`src/pkg/tfc_pkg.sv`:
```
// shared constants for the timer output flip-flop control block
package tfc_pkg;

    // ==========================================================
    // bus geometry
    localparam int unsigned ADDR_W = 8; // byte address width
    localparam int unsigned DATA_W = 32; // axi4-lite data width

    // ==========================================================
    // register byte offsets
    localparam logic [7:0] OFS_RUN = 8'h00; // run control
    localparam logic [7:0] OFS_MODE = 8'h04; // timer_mode
    localparam logic [7:0] OFS_FFCR = 8'h08; // output_flipflop_control
    localparam logic [7:0] OFS_STATUS = 8'h0c; // match/overflow flags
    localparam logic [7:0] OFS_CMP0 = 8'h10; // compare_reg0
    localparam logic [7:0] OFS_CMP1 = 8'h14; // compare_reg1
    localparam logic [7:0] OFS_CAP0 = 8'h18; // capture_reg0
    localparam logic [7:0] OFS_CAP1 = 8'h1c; // capture_reg1
    localparam logic [7:0] OFS_COUNT = 8'h20; // live up-counter

    // ==========================================================
    // field positions
    localparam int unsigned RUN_BIT = 0; // counting enable
    localparam int unsigned MODE_CLK_LSB = 0; // count_clock_select
    localparam int unsigned MODE_CLE_BIT = 3; // match1_clear_enable
    localparam int unsigned MODE_SWCAP_BIT = 6; // software_capture
    localparam int unsigned FFCR_CMD_LSB = 0; // flipflop_sw_command
    localparam int unsigned FFCR_M0_BIT = 2; // toggle_on_match0
    localparam int unsigned FFCR_M1_BIT = 3; // toggle_on_match1
    localparam int unsigned FFCR_C0_BIT = 4; // toggle_on_capture0
    localparam int unsigned FFCR_C1_BIT = 5; // toggle_on_capture1
    localparam int unsigned ST_M0_BIT = 0; // match0_flag
    localparam int unsigned ST_M1_BIT = 1; // match1_flag
    localparam int unsigned ST_OVF_BIT = 2; // overflow_flag

    // ==========================================================
    // fixed read values and reset values
    localparam logic [7:0] FFCR_ONES = 8'hc3; // bits 7:6 and 1:0 read as one
    localparam logic [7:0] MODE_ONES = 8'h40; // software capture reads as one
    localparam logic [2:0] MODE_CLK_RST = 3'h0; // clock select after reset
    localparam logic MODE_CLE_RST = 1'b0; // clear enable after reset
    localparam logic [3:0] FFCR_TGL_RST = 4'h0; // toggle enables after reset
    localparam logic FF_RST = 1'b0; // output flip-flop after reset

    // ==========================================================
    // count clock select codes
    localparam logic [2:0] CLK_EXT = 3'h0; // external_count_input rising edge
    localparam logic [2:0] CLK_DIV1 = 3'h1;
    localparam logic [2:0] CLK_DIV4 = 3'h2;
    localparam logic [2:0] CLK_DIV16 = 3'h3;
    localparam logic [2:0] CLK_DIV32 = 3'h4;
    localparam logic [2:0] CLK_DIV64 = 3'h5;
    localparam logic [2:0] CLK_DIV128 = 3'h6;
    localparam logic [2:0] CLK_DIV256 = 3'h7;

    // tap masks: fires when all masked bits are one
    localparam logic [7:0] TAP_DIV1 = 8'h00;
    localparam logic [7:0] TAP_DIV4 = 8'h03;
    localparam logic [7:0] TAP_DIV16 = 8'h0f;
    localparam logic [7:0] TAP_DIV32 = 8'h1f;
    localparam logic [7:0] TAP_DIV64 = 8'h3f;
    localparam logic [7:0] TAP_DIV128 = 8'h7f;
    localparam logic [7:0] TAP_DIV256 = 8'hff;

    // ==========================================================
    // software flip-flop commands
    localparam logic [1:0] CMD_INVERT = 2'h0;
    localparam logic [1:0] CMD_SET = 2'h1;
    localparam logic [1:0] CMD_CLEAR = 2'h2;
    localparam logic [1:0] CMD_KEEP = 2'h3;

    // ==========================================================
    // axi response codes
    localparam logic [1:0] RESP_OKAY = 2'h0;
    localparam logic [1:0] RESP_SLVERR = 2'h2;

endpackage

```
`src/pkg/tfc_edge_if.sv`:
```
// carrier for a synchronised pin level and its rising-edge pulse
`timescale 1ns/1ns
interface tfc_edge_if;
    logic level; // filtered pin level
    logic rise; // one-cycle pulse on a filtered rising edge
    modport src (output level, output rise);
    modport dst (input level, input rise);
endinterface

```
`src/core/tfc_sync_edge.sv`:
```
// three-flop pin synchroniser with agreement filter and edge pulse
`timescale 1ns/1ns
module tfc_sync_edge (
    input wire logic clock,
    input wire logic rst_n,
    input wire logic pin,
    tfc_edge_if.src ev
);
    logic s1_reg; // first stage, read only by s2
    logic s2_reg;
    logic s3_reg;
    logic level_reg, level_next; // accepted level
    logic rise_reg, rise_next; // edge pulse

    // ==========================================================
    // accept a change only when stages two and three agree
    always_comb begin
        level_next = level_reg;
        rise_next = 1'b0;
        if (s2_reg == s3_reg) begin
            level_next = s3_reg;
            rise_next = s3_reg & ~level_reg;
        end
    end

    // ==========================================================
    // registers only
    always_ff @(posedge clock) begin
        if (!rst_n) begin
            s1_reg <= 1'b0;
            s2_reg <= 1'b0;
            s3_reg <= 1'b0;
            level_reg <= 1'b0;
            rise_reg <= 1'b0;
        end else begin
            s1_reg <= pin;
            s2_reg <= s1_reg;
            s3_reg <= s2_reg;
            level_reg <= level_next;
            rise_reg <= rise_next;
        end
    end

    assign ev.level = level_reg;
    assign ev.rise = rise_reg;
endmodule // tfc_sync_edge

```
`src/core/tfc_timer_ff.sv`:
```
// timer channel with output flip-flop control behind an axi4-lite slave
`timescale 1ns/1ns
// Overview of operation
// RULE_01 - clear enable resets counter on compare1 match
// RULE_02 - select picks external pin or prescaler tap
// RULE_03 - software rewrites mode only while stopped; writes here also land while running
// RULE_04 - bit5 toggles flip-flop on capture1 load
// RULE_05 - bit4 toggles flip-flop on capture0 load
// RULE_06 - bit3 toggles flip-flop on compare1 match
// RULE_07 - bit2 toggles flip-flop on compare0 match
// RULE_08 - command write inverts, sets, clears or keeps
// RULE_09 - command field always reads back binary 11
// RULE_10 - software capture writes load capture0, read one
// RULE_11 - flags for match0, match1 and overflow
// RULE_12 - one change per cycle, software wins
// RULE_13 - cleared counter restarts from zero next tick
module tfc_timer_ff #(
    parameter int unsigned CNT_W = 16 // up-counter width
) (
    input wire logic clock,
    input wire logic rst_n,
    // axi4-lite write address
    input wire logic [tfc_pkg::ADDR_W-1:0] awaddr,
    input wire logic awvalid,
    output logic awready,
    // axi4-lite write data
    input wire logic [tfc_pkg::DATA_W-1:0] wdata,
    input wire logic [3:0] wstrb,
    input wire logic wvalid,
    output logic wready,
    // axi4-lite write response
    output logic [1:0] bresp,
    output logic bvalid,
    input wire logic bready,
    // axi4-lite read address
    input wire logic [tfc_pkg::ADDR_W-1:0] araddr,
    input wire logic arvalid,
    output logic arready,
    // axi4-lite read data
    output logic [tfc_pkg::DATA_W-1:0] rdata,
    output logic [1:0] rresp,
    output logic rvalid,
    input wire logic rready,
    // pins
    input wire logic external_count_input,
    input wire logic capture_in0,
    input wire logic capture_in1,
    output logic timer_output_flipflop
);
    localparam logic [CNT_W-1:0] CNT_MAX = '1; // counter wrap value
    localparam int unsigned PAD_W = tfc_pkg::DATA_W - CNT_W; // read padding

    // ==========================================================
    // pin synchronisers
    tfc_edge_if ext_if ();
    tfc_edge_if cap0_if ();
    tfc_edge_if cap1_if ();

    tfc_sync_edge u_sync_ext (
        .clock(clock),
        .rst_n(rst_n),
        .pin(external_count_input),
        .ev(ext_if)
    );
    tfc_sync_edge u_sync_cap0 (
        .clock(clock),
        .rst_n(rst_n),
        .pin(capture_in0),
        .ev(cap0_if)
    );
    tfc_sync_edge u_sync_cap1 (
        .clock(clock),
        .rst_n(rst_n),
        .pin(capture_in1),
        .ev(cap1_if)
    );

    // ==========================================================
    // bus state
    logic awready_reg, awready_next;
    logic wready_reg, wready_next;
    logic aw_full_reg, aw_full_next; // address held
    logic w_full_reg, w_full_next; // data held
    logic [tfc_pkg::ADDR_W-1:0] waddr_reg, waddr_next;
    logic [tfc_pkg::DATA_W-1:0] wdata_reg, wdata_next;
    logic [3:0] wstrb_reg, wstrb_next;
    logic bvalid_reg, bvalid_next;
    logic [1:0] bresp_reg, bresp_next;
    logic arready_reg, arready_next;
    logic rvalid_reg, rvalid_next;
    logic [1:0] rresp_reg, rresp_next;
    logic [tfc_pkg::DATA_W-1:0] rdata_reg, rdata_next;
    logic wr_fire; // register write happens this cycle
    logic rd_status; // status read clears the flags

    // ==========================================================
    // timer state
    logic run_reg, run_next;
    logic [2:0] clk_sel_reg, clk_sel_next;
    logic cle_reg, cle_next;
    logic [3:0] tgl_reg, tgl_next; // {cap1, cap0, match1, match0}
    logic ff_reg, ff_next;
    logic [2:0] status_reg, status_next;
    logic [CNT_W-1:0] count_reg, count_next;
    logic [CNT_W-1:0] cmp0_reg, cmp0_next;
    logic [CNT_W-1:0] cmp1_reg, cmp1_next;
    logic [CNT_W-1:0] cap0_reg, cap0_next;
    logic [CNT_W-1:0] cap1_reg, cap1_next;
    logic [7:0] presc_reg, presc_next; // free-running prescaler

    // byte-lane merge for partial writes
    function automatic logic [31:0] merge(input logic [31:0] old_v,
                                          input logic [31:0] new_v,
                                          input logic [3:0] strb);
        logic [31:0] r;
        r = old_v;
        for (int b = 0; b < 4; b++) begin
            if (strb[b]) begin
                r[b*8 +: 8] = new_v[b*8 +: 8];
            end
        end
        return r;
    endfunction

    // word decode ignores the two byte bits
    function automatic logic hit(input logic [tfc_pkg::ADDR_W-1:0] a,
                                 input logic [7:0] ofs);
        return a[tfc_pkg::ADDR_W-1:2] == ofs[7:2];
    endfunction

    // the map is one dense run of words up to the live counter
    function automatic logic mapped(input logic [tfc_pkg::ADDR_W-1:0] a);
        return a[tfc_pkg::ADDR_W-1:2] <= tfc_pkg::OFS_COUNT[7:2];
    endfunction

    // ==========================================================
    // axi4-lite slave: address and data taken in either order
    always_comb begin
        aw_full_next = aw_full_reg;
        w_full_next = w_full_reg;
        waddr_next = waddr_reg;
        wdata_next = wdata_reg;
        wstrb_next = wstrb_reg;
        bvalid_next = bvalid_reg;
        bresp_next = bresp_reg;
        arready_next = arready_reg;
        rvalid_next = rvalid_reg;
        rresp_next = rresp_reg;
        rdata_next = rdata_reg;
        rd_status = 1'b0;
        wr_fire = 1'b0;
        // retire the response first
        if (bvalid_reg && bready) begin
            bvalid_next = 1'b0;
        end
        if (awvalid && awready_reg) begin
            aw_full_next = 1'b1;
            waddr_next = awaddr;
        end
        if (wvalid && wready_reg) begin
            w_full_next = 1'b1;
            wdata_next = wdata;
            wstrb_next = wstrb;
        end
        // both halves held: commit
        if (aw_full_reg && w_full_reg && !bvalid_reg) begin
            wr_fire = 1'b1;
            aw_full_next = 1'b0;
            w_full_next = 1'b0;
            bvalid_next = 1'b1;
            bresp_next = mapped(waddr_reg) ? tfc_pkg::RESP_OKAY : tfc_pkg::RESP_SLVERR;
        end
        awready_next = !aw_full_next;
        wready_next = !w_full_next;
        // read path
        if (rvalid_reg && rready) begin
            rvalid_next = 1'b0;
            arready_next = 1'b1;
        end
        if (arvalid && arready_reg) begin
            arready_next = 1'b0;
            rvalid_next = 1'b1;
            rresp_next = mapped(araddr) ? tfc_pkg::RESP_OKAY : tfc_pkg::RESP_SLVERR;
            rdata_next = '0;
            if (hit(araddr, tfc_pkg::OFS_RUN)) begin
                rdata_next[tfc_pkg::RUN_BIT] = run_reg;
            end else if (hit(araddr, tfc_pkg::OFS_MODE)) begin
                rdata_next[7:0] = tfc_pkg::MODE_ONES; // RULE_10
                rdata_next[tfc_pkg::MODE_CLE_BIT] = cle_reg;
                rdata_next[tfc_pkg::MODE_CLK_LSB +: 3] = clk_sel_reg;
            end else if (hit(araddr, tfc_pkg::OFS_FFCR)) begin
                rdata_next[7:0] = tfc_pkg::FFCR_ONES; // RULE_09
                rdata_next[tfc_pkg::FFCR_M0_BIT +: 4] = tgl_reg;
            end else if (hit(araddr, tfc_pkg::OFS_STATUS)) begin
                rdata_next[2:0] = status_reg;
                rd_status = 1'b1; // reading clears the flags
            end else if (hit(araddr, tfc_pkg::OFS_CMP0)) begin
                rdata_next = {{PAD_W{1'b0}}, cmp0_reg};
            end else if (hit(araddr, tfc_pkg::OFS_CMP1)) begin
                rdata_next = {{PAD_W{1'b0}}, cmp1_reg};
            end else if (hit(araddr, tfc_pkg::OFS_CAP0)) begin
                rdata_next = {{PAD_W{1'b0}}, cap0_reg};
            end else if (hit(araddr, tfc_pkg::OFS_CAP1)) begin
                rdata_next = {{PAD_W{1'b0}}, cap1_reg};
            end else if (hit(araddr, tfc_pkg::OFS_COUNT)) begin
                rdata_next = {{PAD_W{1'b0}}, count_reg};
            end
        end
    end

    // ==========================================================
    // bus registers
    always_ff @(posedge clock) begin
        if (!rst_n) begin
            awready_reg <= 1'b1;
            wready_reg <= 1'b1;
            aw_full_reg <= 1'b0;
            w_full_reg <= 1'b0;
            waddr_reg <= '0;
            wdata_reg <= '0;
            wstrb_reg <= '0;
            bvalid_reg <= 1'b0;
            bresp_reg <= tfc_pkg::RESP_OKAY;
            arready_reg <= 1'b1;
            rvalid_reg <= 1'b0;
            rresp_reg <= tfc_pkg::RESP_OKAY;
            rdata_reg <= '0;
        end else begin
            awready_reg <= awready_next;
            wready_reg <= wready_next;
            aw_full_reg <= aw_full_next;
            w_full_reg <= w_full_next;
            waddr_reg <= waddr_next;
            wdata_reg <= wdata_next;
            wstrb_reg <= wstrb_next;
            bvalid_reg <= bvalid_next;
            bresp_reg <= bresp_next;
            arready_reg <= arready_next;
            rvalid_reg <= rvalid_next;
            rresp_reg <= rresp_next;
            rdata_reg <= rdata_next;
        end
    end

    // ==========================================================
    // timer: count tick, matches, captures, flip-flop, flags
    logic [7:0] tap; // selected prescaler mask
    logic tick; // one counting clock
    logic match0, match1, ovf; // counter events
    logic cap0_evt, cap1_evt; // capture loads
    logic lo_wr; // low byte lane written
    logic hw_toggle; // any enabled hardware trigger
    logic [31:0] merged; // partial-write helper
    always_comb begin
        run_next = run_reg;
        clk_sel_next = clk_sel_reg;
        cle_next = cle_reg;
        tgl_next = tgl_reg;
        ff_next = ff_reg;
        cmp0_next = cmp0_reg;
        cmp1_next = cmp1_reg;
        cap0_next = cap0_reg;
        cap1_next = cap1_reg;
        count_next = count_reg;
        presc_next = presc_reg + 8'h01;
        merged = '0;
        lo_wr = wr_fire && wstrb_reg[0];
        // tap selection for the counting clock
        unique case (clk_sel_reg)
            tfc_pkg::CLK_DIV1: tap = tfc_pkg::TAP_DIV1;
            tfc_pkg::CLK_DIV4: tap = tfc_pkg::TAP_DIV4;
            tfc_pkg::CLK_DIV16: tap = tfc_pkg::TAP_DIV16;
            tfc_pkg::CLK_DIV32: tap = tfc_pkg::TAP_DIV32;
            tfc_pkg::CLK_DIV64: tap = tfc_pkg::TAP_DIV64;
            tfc_pkg::CLK_DIV128: tap = tfc_pkg::TAP_DIV128;
            tfc_pkg::CLK_DIV256: tap = tfc_pkg::TAP_DIV256;
            tfc_pkg::CLK_EXT: tap = tfc_pkg::TAP_DIV1;
        endcase
        if (clk_sel_reg == tfc_pkg::CLK_EXT) begin
            tick = run_reg && ext_if.rise; // RULE_02
        end else begin
            tick = run_reg && ((presc_reg & tap) == tap); // RULE_02
        end
        // match seen on the tick that leaves the matching value
        match0 = tick && (count_reg == cmp0_reg);
        match1 = tick && (count_reg == cmp1_reg);
        ovf = tick && (count_reg == CNT_MAX) && !(cle_reg && match1);
        // stopped counter sits at zero
        if (!run_reg) begin
            count_next = '0;
        end else if (tick) begin
            if (cle_reg && match1) begin
                count_next = '0; // RULE_01 RULE_13
            end else begin
                count_next = count_reg + 1'b1;
            end
        end
        // software capture: a zero written to its bit
        cap0_evt = cap0_if.rise
            || (lo_wr && hit(waddr_reg, tfc_pkg::OFS_MODE)
                && !wdata_reg[tfc_pkg::MODE_SWCAP_BIT]); // RULE_10
        cap1_evt = cap1_if.rise;
        if (cap0_evt) begin
            cap0_next = count_reg;
        end
        if (cap1_evt) begin
            cap1_next = count_reg;
        end
        // several triggers in one cycle collapse to one toggle
        hw_toggle = (tgl_reg[3] && cap1_evt) // RULE_04
            || (tgl_reg[2] && cap0_evt) // RULE_05
            || (tgl_reg[1] && match1) // RULE_06
            || (tgl_reg[0] && match0); // RULE_07
        if (hw_toggle) begin
            ff_next = !ff_reg; // RULE_12
        end
        // register writes
        if (lo_wr && hit(waddr_reg, tfc_pkg::OFS_RUN)) begin
            run_next = wdata_reg[tfc_pkg::RUN_BIT];
        end
        // mode not locked while running
        if (lo_wr && hit(waddr_reg, tfc_pkg::OFS_MODE)) begin
            cle_next = wdata_reg[tfc_pkg::MODE_CLE_BIT]; // RULE_01
            clk_sel_next = wdata_reg[tfc_pkg::MODE_CLK_LSB +: 3]; // RULE_02
        end
        if (lo_wr && hit(waddr_reg, tfc_pkg::OFS_FFCR)) begin
            tgl_next = wdata_reg[tfc_pkg::FFCR_M0_BIT +: 4];
            // software invert, set or clear beats hardware toggles; keep lets them through
            unique case (wdata_reg[tfc_pkg::FFCR_CMD_LSB +: 2]) // RULE_08 RULE_12
                tfc_pkg::CMD_INVERT: ff_next = !ff_reg;
                tfc_pkg::CMD_SET: ff_next = 1'b1;
                tfc_pkg::CMD_CLEAR: ff_next = 1'b0;
                tfc_pkg::CMD_KEEP: ff_next = ff_next;
            endcase
        end
        if (wr_fire && hit(waddr_reg, tfc_pkg::OFS_CMP0)) begin
            merged = merge({{PAD_W{1'b0}}, cmp0_reg}, wdata_reg, wstrb_reg);
            cmp0_next = merged[CNT_W-1:0];
        end
        if (wr_fire && hit(waddr_reg, tfc_pkg::OFS_CMP1)) begin
            merged = merge({{PAD_W{1'b0}}, cmp1_reg}, wdata_reg, wstrb_reg);
            cmp1_next = merged[CNT_W-1:0];
        end
        // flags: a new event wins over the read clear
        status_next = rd_status ? 3'h0 : status_reg;
        status_next[tfc_pkg::ST_M0_BIT] = status_next[tfc_pkg::ST_M0_BIT] | match0; // RULE_11
        status_next[tfc_pkg::ST_M1_BIT] = status_next[tfc_pkg::ST_M1_BIT] | match1; // RULE_11
        status_next[tfc_pkg::ST_OVF_BIT] = status_next[tfc_pkg::ST_OVF_BIT] | ovf; // RULE_11
    end

    // ==========================================================
    // timer registers
    always_ff @(posedge clock) begin
        if (!rst_n) begin
            run_reg <= 1'b0;
            clk_sel_reg <= tfc_pkg::MODE_CLK_RST;
            cle_reg <= tfc_pkg::MODE_CLE_RST;
            tgl_reg <= tfc_pkg::FFCR_TGL_RST;
            ff_reg <= tfc_pkg::FF_RST;
            status_reg <= '0;
            count_reg <= '0;
            cmp0_reg <= '0;
            cmp1_reg <= '0;
            cap0_reg <= '0;
            cap1_reg <= '0;
            presc_reg <= '0;
        end else begin
            run_reg <= run_next;
            clk_sel_reg <= clk_sel_next;
            cle_reg <= cle_next;
            tgl_reg <= tgl_next;
            ff_reg <= ff_next;
            status_reg <= status_next;
            count_reg <= count_next;
            cmp0_reg <= cmp0_next;
            cmp1_reg <= cmp1_next;
            cap0_reg <= cap0_next;
            cap1_reg <= cap1_next;
            presc_reg <= presc_next;
        end
    end

    // ==========================================================
    // outputs straight from flops
    assign awready = awready_reg;
    assign wready = wready_reg;
    assign bvalid = bvalid_reg;
    assign bresp = bresp_reg;
    assign arready = arready_reg;
    assign rvalid = rvalid_reg;
    assign rresp = rresp_reg;
    assign rdata = rdata_reg;
    assign timer_output_flipflop = ff_reg;
endmodule // tfc_timer_ff

```
`config.mk`:
```
export PLATFORM = sky130hd
export DESIGN_NAME = tfc_timer_ff
export DESIGN_NICKNAME = d
export VERILOG_FILES = /design/src/pkg/tfc_pkg.sv /design/src/pkg/tfc_edge_if.sv /design/src/core/tfc_sync_edge.sv /design/src/core/tfc_timer_ff.sv
export SDC_FILE = /design/constraint.sdc
export NUM_CORES = 1
export LEC_CHECK = 0
export BUFFER_PORTS_ARGS = -buffer_cell sky130_fd_sc_hd__clkbuf_2
export CAP_MARGIN = 25
export CORE_MARGIN = 2
export CORE_UTILIZATION = 40
export CTS_BUF_LIST = sky130_fd_sc_hd__clkbuf_2 sky130_fd_sc_hd__clkbuf_4 sky130_fd_sc_hd__clkbuf_8
export CTS_CLUSTER_SIZE = 14
export DETAILED_ROUTE_END_ITERATION = 8
export PLACE_DENSITY_LB_ADDON = 0.1
export SYNTH_ARGS = -nofsm -noshare
export SYNTH_HDL_FRONTEND = slang
export SYNTH_SLANG_ARGS = --single-unit
export TNS_END_PERCENT = 50
```
`constraint.sdc`:
```
create_clock -name clock -period 1.8 [get_ports clock]
set_input_delay 0.27 -clock clock [delete_from_list [all_inputs] [get_ports clock]]
set_output_delay 0.27 -clock clock [all_outputs]
set_load 0.1 [all_outputs]
```
==> run_results.csv <==
group,metric,value,unit
synthesis,syn_area,7580,sq um
critical_path,endpoint_kind,"flop",
critical_path,critical_path.max_fanout,3,
cts,cts-root-buf,"clkbuf_8",
routing,routed-wl-met3,1.204,mm
outcome,status,"finished, violations left",
cells_and_area,drive_above_1_share,28.16,%
global_routing,grt_first_pass_wirelength,36.06,mm
routing,wl_per_cell,18.32,microns
synthesis,ys_ff_latch,171,
place,dp_hpwl,17.40,mm
floorplanning,dieArea,20070,sq um
timing,relSlewSlack,55.80,%
run,maxCapViolations,0,
cells_and_area,final_cells,1264,
synthesis,synth.distinct_cells,58,
routing,num_vias,6706,
synthesis,synth.avg_cell_area,8.886,sq um
global_routing,globalRouteOverflowTotal,0,
synthesis,synth_top_area_share,45.16,%
synthesis,synth.area.top_cells,"dfxtp_1 45%, mux2i_1 9.5%, nor2_1 5.3%",
routing,top_layer_used,"met4",
global_routing,grt_max_degree,46,
routing,ant_nets,0,
timing,fmax,0.5263,GHz
timing,worst_pin_slew,0.6630,ns
power_and_ir_drop,ir_drop,0.0005037,V
outcome,violations,"setup timing",
timing,fin_crit_sh,105.6,%
cts,cts_buffers,17,
synthesis,synth_common_cells,"171 x dfxtp_1, 107 x nor2_1, 78 x nand2_1, 73 x a21oi_1, 72 x mux2i_1",
floorplanning,die_w,141.7,microns
critical_path,path_cells,"xnor2_1 -> nand4_1 -> nor4_2 -> buf_4 -> nand4_1 -> nor4b_1 -> buf_4 -> a31o_2",
power_and_ir_drop,p_leak,3.778,nW
synthesis,postSynthCellCount,853,
cts,clock-sinks,171,
critical_path,critPathMaxStageDelay,0.33,ns
cells_and_area,n_antenna_cell,0,
global_routing,grtUsageTotal,23.54,%
global_routing,antenna_found_initial,0,
cts,insertion_delay,0.47,ns
place,gp_congestion,0.9456,
timing,whs,0.01427,ns
synthesis,ys.flop_type,"dfxtp_1",
synthesis,synth-async-reset-ratio,0,%
synthesis,synth_edf_count,0,
critical_path,worst-path-buf-inv,2,
cts,clock_path_buffers,2,
global_routing,grt_pass1_vias,6461,
synthesis,synth.most_common_cell,"dfxtp_1",
critical_path,path_class,"reg2reg",
routing,m1WireLength,11.04,mm
timing,finalSetupViolCount,15,
timing,drv_slew,0,
timing,grt_setup_unrepaired,"true",
timing,setup_ws,-0.1001,ns
floorplanning,die_y,141.7,microns
synthesis,yosysSeqAreaShare,45.16,%
critical_path,startpoint_type,"flop",
floorplanning,ios,104,
floorplanning,floorplan.rows,50,
timing,hold_viol,0,
synthesis,yosys_warnings,0,
timing,period_minus_slack,1.900,ns
cts,htreeDepth,4,
power_and_ir_drop,power_density,781.8,nW/um^2
routing,drc,0,
floorplanning,core,18640,sq um
routing,drtIter0Drc,394,
critical_path,required,2.17,ns
cells_and_area,final_nets,1081,
min_path,hold_class,"in2reg",
place,port_buffers,63,
timing,finClkSkew,0.01697,ns
synthesis,synth_top_cell_by_area,"dfxtp_1",
routing,wl,23.16,mm
floorplanning,initial_core_util,40.66,%
critical_path,slowest_stage,"dfxtp_1",
critical_path,crit_family,"simple AND/OR/NAND/NOR gates",
routing,wl_met2,10.69,mm
routing,viasPerCell,5.305,
cells_and_area,syn_to_final_growth,28.56,%
cts,cts.reportedPaths.clkPinSlew,0.10,ns
cells_and_area,fin_util,52.27,%
cts,tritoncts,"done",
timing,setup_tns,-0.6926,ns
place,dp.cells,1213,
routing,first_pass_iters,5,
critical_path,arrival,2.27,ns
==> worst min-delay path, stage by stage <==
cell and delay [ns]:
clkbuf_2 0.08, nand2_1 0.04, a21oi_1 0.05
==> final cells by class <==
cell class,count,area (sq um)
clock buffer,18,247.7
inverter,15,57.56
clock inverter,14,175.2
timing repair buffer,205,1562
tap,234,292.8
sequential,171,3447
fill,1794,8899
multi-input combinational,607,3963
==> worst paths after layout <==
kind / from / cells past startpoint / slack, ns / endpoint
setup / recovery: count_reg[2] / 8 / -0.10 / status_reg[2]
hold / removal: wstrb[0] / 3 / 0.01 / wstrb_reg[0]
setup reg to reg: count_reg[2] / 8 / -0.10 / status_reg[2]
hold reg to reg: u_sync_cap0.s1_reg / 1 / 0.45 / u_sync_cap0.s2_reg
==> where the power goes <==
part	total (mW)	switching (mW)	leakage (nW)	internal, mW
clock	2.90	1.57	0.208	1.33
sequential	3.92	0.0647	1.39	3.85
combinational	0.806	0.578	2.18	0.228
==> layer usage <==
layer / GRT usage [%] / vias to the layer above
li1: - / 3260
met1: 33.20 / 3253
met2: 37.33 / 178
met3: 4.927 / 15
met4: 5.053 / 0
met5: 0 / -
==> what timing repair did <==
| action | in CTS | in global routing |
|---|---|---|
| gates resized for setup | 13 | 30 |
| hold endpoints to repair | 9 | 4 |
| pin swaps | 9 | 4 |
| gates cloned | 0 | 0 |
| setup buffers | 3 | 3 |
| hold buffers | 9 | 4 |
| setup endpoints to repair | 19 | 45 |
==> per-stage QoR <==
| step | total power [mW] | area [sq um] | worst slack [ns] |
|---|---|---|---|
| 2_1_floorplan | 4.556 | 7730 | -0.1321 |
| 3_3_place_gp | 4.767 | 8992 | -0.2676 |
| 4_1_cts | 7.661 | 9583 | -0.1963 |
| 6_report | 7.618 | 9744 | -0.1001 |
| 3_5_place_dp | 4.784 | 8992 | -0.2711 |
| 5_1_grt | 7.906 | 9744 | -0.2301 |
==> cell families (layout without fill, tap and decap cells) <==
kind of cell | after synthesis | count (layout) | synth area share [%]
compound gates | 157 | 157 | 12.97
fa+ha+maj | 2 | 2 | 0.3301
buf+inv | 92 | 252 | 5.959
simple gates | 311 | 311 | 20.52
xor+xnor | 45 | 45 | 5.200
flops | 171 | 171 | 45.16
mux | 74 | 74 | 9.805
other cells | 1 | 18 | 0.04947
==> layout by cell type, fill, tap and decap left out, types with 3 or more instances in the layout <==
| cell | n |
|---|---|
| inv_6 | 5 |
| nor2_4 | 4 |
| and3b_1 | 3 |
| nand4_1 | 18 |
| mux2i_1 | 72 |
| a31oi_1 | 5 |
| xnor2_2 | 6 |
| o21ai_1 | 4 |
| o21ai_0 | 19 |
| nor3_1 | 10 |
| buf_12 | 10 |
| o22ai_1 | 4 |
| buf_6 | 6 |
| clkbuf_2 | 62 |
| and2_1 | 16 |
| dfxtp_2 | 16 |
| clkbuf_8 | 18 |
| dlygate4sd3_1 | 13 |
| a221oi_1 | 4 |
| nand4_4 | 3 |
| buf_4 | 113 |
| a22oi_1 | 23 |
| xor2_1 | 9 |
| conb_1 | 18 |
| nand3_1 | 20 |
| a222oi_1 | 6 |
| a221o_1 | 5 |
| inv_1 | 14 |
| and3_1 | 8 |
| nand2b_1 | 7 |
| or3_1 | 11 |
| nor2_1 | 107 |
| xnor2_1 | 30 |
| a21oi_1 | 66 |
| nor3_4 | 4 |
| dfxtp_1 | 154 |
| a21oi_2 | 7 |
| nand2_1 | 77 |
Power figures use the tool's default switching activity.
